==> src/core/mse_pkg.sv <==
package mse_pkg;

  // Per-input and global mains status codes
  typedef enum logic [1:0] {
    MSE_ABSENT = 2'b00,
    MSE_LOW    = 2'b01,
    MSE_OK     = 2'b10,
    MSE_HIGH   = 2'b11
  } mse_st_type;

  // Controller operating mode
  typedef enum logic [1:0] {
    MSE_MODE_OFF  = 2'b00,
    MSE_MODE_MAN  = 2'b01,
    MSE_MODE_AUTO = 2'b10,
    MSE_MODE_TEST = 2'b11
  } mse_mode_type;

  // Logged event codes
  localparam logic [1:0] EVENT_MAINS_ABSENT           = 2'h1;
  localparam logic [1:0] EVENT_MAINS_OUT_OF_TOLERANCE = 2'h2;
  localparam logic [1:0] EVENT_MAINS_IN_TOLERANCE     = 2'h3;

  // Register byte offsets
  localparam logic [7:0] MSE_REG_CTRL   = 8'h00;
  localparam logic [7:0] MSE_REG_PRES   = 8'h04;
  localparam logic [7:0] MSE_REG_ABS    = 8'h08;
  localparam logic [7:0] MSE_REG_RATED  = 8'h0c;
  localparam logic [7:0] MSE_REG_STATUS = 8'h10;

  // Control field positions
  localparam int MSE_CTRL_SEQ_LSB = 0;  // Required phase sequence, 2 bits
  localparam int MSE_CTRL_3PH     = 2;  // Three-phase mains
  localparam int MSE_CTRL_OPT_LSB = 4;  // Presence delay options, 2 bits
  localparam int MSE_CTRL_EVT_LSB = 6;  // Event log enables, 2 bits
  localparam int MSE_OPT_OFF_BIT  = 0;
  localparam int MSE_OPT_AUTO_BIT = 1;
  localparam int MSE_EVT_MAINS_BIT = 1;

  // Reset values
  localparam logic [7:0]  MSE_CTRL_RST  = 8'h84;
  localparam logic [15:0] MSE_PRES_RST  = 16'h000a;
  localparam logic [15:0] MSE_ABS_RST   = 16'h0005;
  localparam logic [15:0] MSE_RATED_RST = 16'h0190;

endpackage : mse_pkg

==> src/core/mse_mains_status_evaluator.sv <==
`timescale 1ns/100ps
// Summary of operation
// - Phase sequence setting zero skips the rotation check completely.
// - Setting 1 demands clockwise; three-phase counterclockwise marks mains bad.
// - All existing phases and frequency absent gives global absent first.
// - Next, all existing phases and frequency in tolerance gives in tolerance.
// - Next, any existing phase or frequency high gives global high.
// - Otherwise the global status is low.
// - In tolerance with excessive asymmetry is forced to low.
// - In tolerance with wrong rotation is forced to low.
// - External sensor input: inactive defers to the internal sensor, active means in tolerance.
// - Active external sensor forces in tolerance over the internal sensor.
// - Rated voltage zero disables the internal sensor.
// - Off mode skips presence delay unless option bit 0 is set.
// - Auto mode with a generator on load uses the presence delay.
// - Auto mode, no generator, option bit 1 set uses the presence delay.
// - Auto mode, no generator, option bit 1 clear gives zero delay.
// - Changes of event class are logged only while event enable bit 1 is set.
// - Three events: mains absent, out of tolerance, in tolerance.
// - Mains-ok output goes active after in tolerance for the delay.
// - Five flags exported: present, bad, presence run, ok, absence run.
// - Presence delay is waited after return to band before in tolerance.
// - Absence delay is waited with anomaly before declaring mains bad or absent.
module mse_mains_status_evaluator
  import mse_pkg::*;
#(
  parameter int DLY_W = 16
)(
  // Clock and reset
  input  wire logic        I_CLK,
  input  wire logic        I_ARST_N,
  input  wire logic        I_TICK,
  // Internal sensor states
  input  wire logic [1:0]  I_V1_ST,
  input  wire logic [1:0]  I_V2_ST,
  input  wire logic [1:0]  I_V3_ST,
  input  wire logic [1:0]  I_FREQ_ST,
  input  wire logic        I_ROT_CW,
  input  wire logic        I_ROT_CCW,
  input  wire logic        I_ASYM_HIGH,
  // External sensor and plant state
  input  wire logic        I_EXT_FN_SEL,
  input  wire logic        I_EXT_SENSOR,
  input  wire logic [1:0]  I_MODE,
  input  wire logic        I_GEN_ON_LOAD,
  input  wire logic        I_OK_FN_SEL,
  // Register port
  input  wire logic [7:0]  I_ADDR,
  input  wire logic [31:0] I_WDATA,
  input  wire logic        I_WR,
  input  wire logic        I_RD,
  output logic      [31:0] O_RDATA,
  // Status outputs
  output logic      [1:0]  O_STATUS,
  output logic             O_MAINS_OK,
  output logic             O_FLAG_MAINS_PRESENT,
  output logic             O_FLAG_MAINS_BAD_OR_ABSENT,
  output logic             O_FLAG_PRESENCE_DELAY_RUNNING,
  output logic             O_FLAG_MAINS_IN_TOLERANCE,
  output logic             O_FLAG_ABSENCE_DELAY_RUNNING,
  // Event log
  output logic             O_EVT_VALID,
  output logic      [1:0]  O_EVT_CODE
);

  ////////////////////////////////////////////////////////////////////////////
  // Helpers

  // True when frequency and every existing phase sit at one state
  function automatic logic all_at(input logic [1:0] v1, input logic [1:0] v2,
                                  input logic [1:0] v3, input logic [1:0] f,
                                  input logic tp, input mse_st_type s);
    all_at = (f == s) && (v1 == s) && (!tp || ((v2 == s) && (v3 == s)));
  endfunction : all_at

  // Event class of a global status
  function automatic logic [1:0] evt_of(input mse_st_type s);
    unique case (s)
      MSE_ABSENT: evt_of = EVENT_MAINS_ABSENT;
      MSE_OK:     evt_of = EVENT_MAINS_IN_TOLERANCE;
      MSE_LOW,
      MSE_HIGH:   evt_of = EVENT_MAINS_OUT_OF_TOLERANCE;
    endcase
  endfunction : evt_of

  ////////////////////////////////////////////////////////////////////////////
  // Registers

  logic [7:0]       ctrl_q;
  logic [DLY_W-1:0] pres_dly_q;
  logic [DLY_W-1:0] abs_dly_q;
  logic [15:0]      rated_q;
  mse_st_type       st_q;
  logic             ok_q;
  logic [DLY_W-1:0] cnt_q;
  logic             prun_q;
  logic             arun_q;
  logic             evt_q;
  logic [1:0]       evt_code_q;

  logic [1:0] seq_req;
  logic       tp;
  logic       int_en;
  assign seq_req = ctrl_q[MSE_CTRL_SEQ_LSB +: 2];
  assign tp      = ctrl_q[MSE_CTRL_3PH];
  assign int_en  = (rated_q != 16'h0000);

  // Software writes; delays are in ticks
  always_ff @(posedge I_CLK or negedge I_ARST_N)
  begin
    if (!I_ARST_N)
    begin
      ctrl_q     <= MSE_CTRL_RST;
      pres_dly_q <= DLY_W'(MSE_PRES_RST);
      abs_dly_q  <= DLY_W'(MSE_ABS_RST);
      rated_q    <= MSE_RATED_RST;
    end
    else if (I_WR)
    begin
      unique case (I_ADDR)
        MSE_REG_CTRL:  ctrl_q     <= I_WDATA[7:0];
        MSE_REG_PRES:  pres_dly_q <= I_WDATA[DLY_W-1:0];
        MSE_REG_ABS:   abs_dly_q  <= I_WDATA[DLY_W-1:0];
        MSE_REG_RATED: rated_q    <= I_WDATA[15:0];
        default:       ;
      endcase
    end
  end

  // Read data stands in the cycle after the strobe only
  always_ff @(posedge I_CLK or negedge I_ARST_N)
  begin
    if (!I_ARST_N)
      O_RDATA <= 32'h0000_0000;
    else if (!I_RD)
      O_RDATA <= 32'h0000_0000;
    else
    begin
      unique case (I_ADDR)
        MSE_REG_CTRL:   O_RDATA <= {24'h00_0000, ctrl_q};
        MSE_REG_PRES:   O_RDATA <= 32'(pres_dly_q);
        MSE_REG_ABS:    O_RDATA <= 32'(abs_dly_q);
        MSE_REG_RATED:  O_RDATA <= {16'h0000, rated_q};
        MSE_REG_STATUS: O_RDATA <= {20'h0_0000, evt_code_q, arun_q,
                                    ok_q, prun_q, !ok_q,
                                    (st_q != MSE_ABSENT), ok_q,
                                    2'b00, st_q};
        default:        O_RDATA <= 32'h0000_0000; // Unmapped reads zero
      endcase
    end
  end

  ////////////////////////////////////////////////////////////////////////////
  // Instant global status

  logic       all_abs;
  logic       all_ok;
  logic       any_high;
  logic       rot_bad;
  logic       asym_bad;
  mse_st_type raw_st;
  mse_st_type int_st;
  mse_st_type inst_st;

  assign all_abs  = all_at(I_V1_ST, I_V2_ST, I_V3_ST, I_FREQ_ST, tp,
                           MSE_ABSENT);
  assign all_ok   = all_at(I_V1_ST, I_V2_ST, I_V3_ST, I_FREQ_ST, tp,
                           MSE_OK);
  assign any_high = (I_FREQ_ST == MSE_HIGH) || (I_V1_ST == MSE_HIGH) ||
                    (tp && ((I_V2_ST == MSE_HIGH) || (I_V3_ST == MSE_HIGH)));

  // Rotation only matters on three-phase mains; setting zero ignores it
  assign rot_bad  = tp && ((seq_req == 2'h1 && I_ROT_CCW) ||
                           (seq_req == 2'h2 && I_ROT_CW));
  assign asym_bad = tp && I_ASYM_HIGH;

  // Evaluation order: absent, in tolerance, high, then low
  always_comb
  begin
    if (all_abs)
      raw_st = MSE_ABSENT;
    else if (all_ok)
      raw_st = MSE_OK;
    else if (any_high)
      raw_st = MSE_HIGH;
    else
      raw_st = MSE_LOW;
  end

  // Post checks demote in tolerance; disabled sensor never reports presence
  always_comb
  begin
    if (!int_en)
      int_st = MSE_ABSENT;
    else if (raw_st == MSE_OK && (asym_bad || rot_bad))
      int_st = MSE_LOW;
    else
      int_st = raw_st;
  end

  // Active external sensor wins; inactive one defers to the internal sensor
  always_comb
  begin
    if (I_EXT_FN_SEL && I_EXT_SENSOR)
      inst_st = MSE_OK;
    else
      inst_st = int_st;
  end

  ////////////////////////////////////////////////////////////////////////////
  // Presence and absence delays

  logic             inst_ok;
  logic             mism;
  logic [DLY_W-1:0] pres_eff;
  logic [DLY_W-1:0] tgt;
  logic             done;

  assign inst_ok = (inst_st == MSE_OK);
  assign mism    = (inst_ok != ok_q);

  // Off mode favours quick re-powering of the loads unless told otherwise
  always_comb
  begin
    unique case (mse_mode_type'(I_MODE))
      MSE_MODE_OFF:
        pres_eff = ctrl_q[MSE_CTRL_OPT_LSB + MSE_OPT_OFF_BIT] ?
                   pres_dly_q : '0;
      MSE_MODE_AUTO:
        pres_eff = (I_GEN_ON_LOAD ||
                    ctrl_q[MSE_CTRL_OPT_LSB + MSE_OPT_AUTO_BIT]) ?
                   pres_dly_q : '0;
      MSE_MODE_MAN,
      MSE_MODE_TEST:
        pres_eff = pres_dly_q;
    endcase
  end

  assign tgt  = ok_q ? abs_dly_q : pres_eff;
  // Zero and one both flip on the first mismatched tick
  assign done = ({1'b0, cnt_q} + {{DLY_W{1'b0}}, 1'b1}) >= {1'b0, tgt};

  // Delay timer restarts whenever the instant state agrees again
  always_ff @(posedge I_CLK or negedge I_ARST_N)
  begin
    if (!I_ARST_N)
    begin
      ok_q   <= 1'b0;
      cnt_q  <= '0;
      prun_q <= 1'b0;
      arun_q <= 1'b0;
    end
    else if (I_TICK)
    begin
      if (mism && done)
      begin
        ok_q  <= inst_ok;
        cnt_q <= '0;
      end
      else if (mism)
        cnt_q <= cnt_q + 1'b1;
      else
        cnt_q <= '0;
      prun_q <= mism && !done && inst_ok;
      arun_q <= mism && !done && !inst_ok;
    end
  end

  ////////////////////////////////////////////////////////////////////////////
  // Status register and event log

  // Status is sampled once per tick
  always_ff @(posedge I_CLK or negedge I_ARST_N)
  begin
    if (!I_ARST_N)
      st_q <= MSE_ABSENT;
    else if (I_TICK)
      st_q <= inst_st;
  end

  // One pulse per change of event class while logging is enabled
  always_ff @(posedge I_CLK or negedge I_ARST_N)
  begin
    if (!I_ARST_N)
    begin
      evt_q      <= 1'b0;
      evt_code_q <= 2'h0;
    end
    else
    begin
      evt_q <= I_TICK && ctrl_q[MSE_CTRL_EVT_LSB + MSE_EVT_MAINS_BIT] &&
               (evt_of(inst_st) != evt_of(st_q));
      if (I_TICK && (evt_of(inst_st) != evt_of(st_q)))
        evt_code_q <= evt_of(inst_st);
    end
  end

  // Outputs are decoded from flops; mains ok is also gated by I_OK_FN_SEL
  assign O_STATUS                      = st_q;
  assign O_MAINS_OK                    = ok_q && I_OK_FN_SEL;
  assign O_FLAG_MAINS_PRESENT          = (st_q != MSE_ABSENT);
  assign O_FLAG_MAINS_BAD_OR_ABSENT    = !ok_q;
  assign O_FLAG_PRESENCE_DELAY_RUNNING = prun_q;
  assign O_FLAG_MAINS_IN_TOLERANCE     = ok_q;
  assign O_FLAG_ABSENCE_DELAY_RUNNING  = arun_q;
  assign O_EVT_VALID                   = evt_q;
  assign O_EVT_CODE                    = evt_code_q;
endmodule : mse_mains_status_evaluator

==> config.mk <==
export PLATFORM = sky130hd
export DESIGN_NAME = mse_mains_status_evaluator
export DESIGN_NICKNAME = d
export VERILOG_FILES = /design/src/core/mse_pkg.sv /design/src/core/mse_mains_status_evaluator.sv
export SDC_FILE = /design/constraint.sdc
export NUM_CORES = 1
export LEC_CHECK = 0
export ABC_AREA = 1
export BUFFER_PORTS_ARGS = -buffer_cell sky130_fd_sc_hd__buf_4
export CAP_MARGIN = 20
export CORE_MARGIN = 5
export CORE_UTILIZATION = 35
export CTS_BUF_LIST = sky130_fd_sc_hd__clkbuf_8
export CTS_CLUSTER_SIZE = 12
export DETAILED_ROUTE_END_ITERATION = 16
export GPL_ROUTABILITY_DRIVEN = 0
export PLACE_DENSITY = 0.65
export SLEW_MARGIN = 10
export SYNTH_ARGS = -nofsm -noshare
export SYNTH_HDL_FRONTEND = slang
export SYNTH_SLANG_ARGS = --single-unit
==> constraint.sdc <==
create_clock -name I_CLK -period 2.4 [get_ports I_CLK]
set_input_delay 0.36 -clock I_CLK [delete_from_list [all_inputs] [get_ports I_CLK]]
set_output_delay 0.36 -clock I_CLK [all_outputs]
set_load 0.02 [all_outputs]
==> results.yml <==
status:
  status: "complete, but fails checks"
  violations: "negative setup slack"
placement:
  dp_worst_setup_slack_ns: -0.3457
  hpwl_um: 11310
  port-buffer-count: 72
  place_area_sq_um: 6616
  placed_cells: 1001
synth:
  synth.largest_area_cell: "dfrtp_1"
  synth_edf_count: 0
  ys.flop_type: "dfrtp_1"
  ys_warn_count: 0
  ys_types: 48
  yosysSeqAreaShare_pct: 44.04
  async_reset_ff_share_pct: 100.0
  yosys.area.top_type_share_pct: 39.73
  synth_cells: 690
  syn_area_sq_um: 5480
  synth_commonest_cells: "nand2_1 (198), dfrtp_1 (87), inv_1 (70)"
  ys_seq_elements: 96
  synth_area_per_cell_sq_um: 7.942
  netlist_top_cells_area: "dfrtp_1 (40%), nand2_1 (14%), o21ai_0 (6.0%), inv_1 (4.8%), dfstp_2 (4.3%)"
  synth.most_common_cell: "nand2_1"
sta:
  period_needed_ns: 2.617
  timing.max_slew.rel_slack_pct: 61.99
  maxSlewViolCount: 0
  clock.fmax_mhz: 382.2
  clock_skew_ns: 0.01073
  setup_viol: 19
  fin_ws_ns: -0.2167
  period_share_pct: 109.0
  rsz0062_at_grt: "yes"
  worstMarginPinSlew_ns: 0.5671
  hold_viol: 0
setup_path:
  critical_path_class: "flop to flop"
  endpoint: "cnt_q[11]$_DFFE_PN0P_"
  r2r_start: "cnt_q[0]$_DFFE_PN0P_"
  critical_path_depth: 17
  r2r_slack_ns: -0.22
  critPathBufInv: 3
  cpPeakStageDelay_ns: 0.43
  arrival_ns: 2.94
  crit_start: "cnt_q[0]$_DFFE_PN0P_"
  crit_family: "simple AND/OR/NAND/NOR gates"
  worstPathRequired_ns: 2.72
  worst_setup_path_end_kind: "flop"
  r2r_end: "cnt_q[11]$_DFFE_PN0P_"
  worstSetupStartpointType: "flop"
  slowest_stage: "dfrtp_1"
  reg2reg_depth: 17
  worstPathMaxFanout: 8
  worstPathCellList: "ha_4, nand3_4, nor2_4, nand3_2, nor3_2, xor2_1, inv_1, ha_4, a21oi_2, o211ai_1, inv_1, nand2_2, nor2_4, nand3_4, inv_8, nand3_2, nand2_1"
clocking:
  h-tree-depth: 3
  clkSinkCount: 96
  cts_buffers: 9
  clk_path_buf_depth: 2
  clkLatencyLatePin_ns: 0.39
  cts_tree: "yes"
  root_buffer: "clkbuf_8"
  clkSlewWorstSetupHoldPaths_ns: 0.10
min_path:
  holdCritPathClass: "input pin to flop"
  min_delay_path_depth: 2
floorplanning:
  io_pins: 105
  start_util_pct: 35.92
  fp.coreArea_sq_um: 15260
  fp.dieW_um: 135.1
  die_h_um: 135.1
  std_cell_rows: 45
  dieArea_sq_um: 18260
power_and_ir_drop:
  irDropWorstVdd_mv: 0.3260
  p_total_mw: 4.541
  p_leak_nw: 3.554
  powerDensity_nw_per_um2: 639.3
grt:
  track_usage_pct: 16.91
  grt.overflow.total: 0
  grt_pass1_vias: 4714
  grt_max_degree: 43
  grt_pass1_wl_um: 24470
  antenna_found_initial: 0
drt:
  drc: 0
  drtPass1Iterations: 6
  drtAntennaViolNets: 0
  via_per_inst: 4.804
  wl_per_cell_um: 14.53
  drtIter0Drc: 462
  routed_wl_um: 14880
  via_count: 4919
final_layout:
  diodes: 0
  nNetsFinal: 887
  area_growth_syn_to_layout_pct: 29.61
  fin_area_sq_um: 7103
  drive_gt1_share_pct: 29.27
  post_layout_nonfiller_instances: 1024
run:
  drv_cap: 0
-- routing by layer --
layer  wire, um  global-route usage (%)  vias up
li1           -                       -     2446
met1       6929                   23.95     2336
met2       6964                   26.24      118
met3        752                   3.566       19
met4        232                   4.703        0
met5          0                       0        -
-- sequential cells by signal, indices dropped and copies added (netlist names) --
register,cells
O_FLAG_MAINS_IN_TOLERANCE,1
O_EVT_CODE,2
ctrl_q,8
O_FLAG_PRESENCE_DELAY_RUNNING,1
rated_q,16
cnt_q,16
O_FLAG_ABSENCE_DELAY_RUNNING,1
abs_dly_q,16
pres_dly_q,16
O_RDATA,16
O_STATUS,2
O_EVT_VALID,1
-- layout by cell type (no fill, tap or decap), types with 4 or more instances in the layout --
cell,n
o21ai_0,64
inv_2,7
dfstp_2,9
a21oi_1,13
inv_1,68
ha_1,10
nor2_4,6
ha_4,7
nand3_2,17
dfrtp_1,86
clkbuf_8,10
nand4_1,7
a21boi_1,6
a31oi_1,7
inv_8,4
xnor2_1,4
nor2_2,5
nand2_1,192
nand2_2,14
buf_4,124
conb_1,16
nand3_1,31
o21ai_1,4
nor2_1,38
xor2_1,6
-- repair_timing --
action	4_1_cts	5_1_grt
pin swaps	39	11
buffers inserted	4	0
resized for setup	32	15
hold buffers	1	0
cloned	2	0
endpoints found under the setup margin	19	19
endpoints found under the hold margin	36	0
-- through the flow --
step	setup TNS, ns	utilization (%)	hold WS (ns)
6_report	-3.792	46.55	0.2187
5_1_grt	-7.181	46.55	0.2130
4_1_cts	-3.785	46.03	0.1948
3_5_place_dp	-5.992	43.36	0.3992
3_3_place_gp	-5.323	43.36	0.3979
2_1_floorplan	-0.8526	-	0.06441
-- report_power, final --
part	internal, mW	switching [mW]
Combinational	0.548	0.990
Sequential	1.72	0.111
Clock	0.536	0.635
-- cell type report --
class	count	area (sq um)
Inverter	77	299.0
Timing Repair inverter	2	17.52
Fill cell	1499	8155
Timing Repair Buffer	129	1012
Clock buffer	10	137.6
Sequential cell	96	2415
Multi-Input combinational cell	493	2879
Tap cell	211	264.0
Clock inverter	6	78.83
-- cell families after synthesis --
group                      after synthesis  synth area share, %
adders and majority gates               17                3.881
and+or+nand+nor                        327                27.44
buffers and inverters                  116                9.658
other                                    1              0.06843
xor gates and xnor gates                13                2.215
DFF                                     96                44.04
AOI/OAI and AO/OA                      120                12.69
-- worst min path at each step --
stage	end	startpoint	slack, ns
3_5_place_dp	cnt_q[2]$_DFFE_PN0P_	I_ARST_N	0.40
3_3_place_gp	O_STATUS[1]$_DFFE_PN0P_	I_ARST_N	0.40
5_1_grt	O_STATUS[1]$_DFFE_PN0P_	I_TICK	0.21
4_1_cts	O_STATUS[1]$_DFFE_PN0P_	I_TICK	0.19
2_1_floorplan	O_EVT_CODE[0]$_DFFE_PN0P_	I_ARST_N	0.06
6_report	O_STATUS[1]$_DFFE_PN0P_	I_TICK	0.22
No activity file was read; power rests on OpenSTA's default activity.
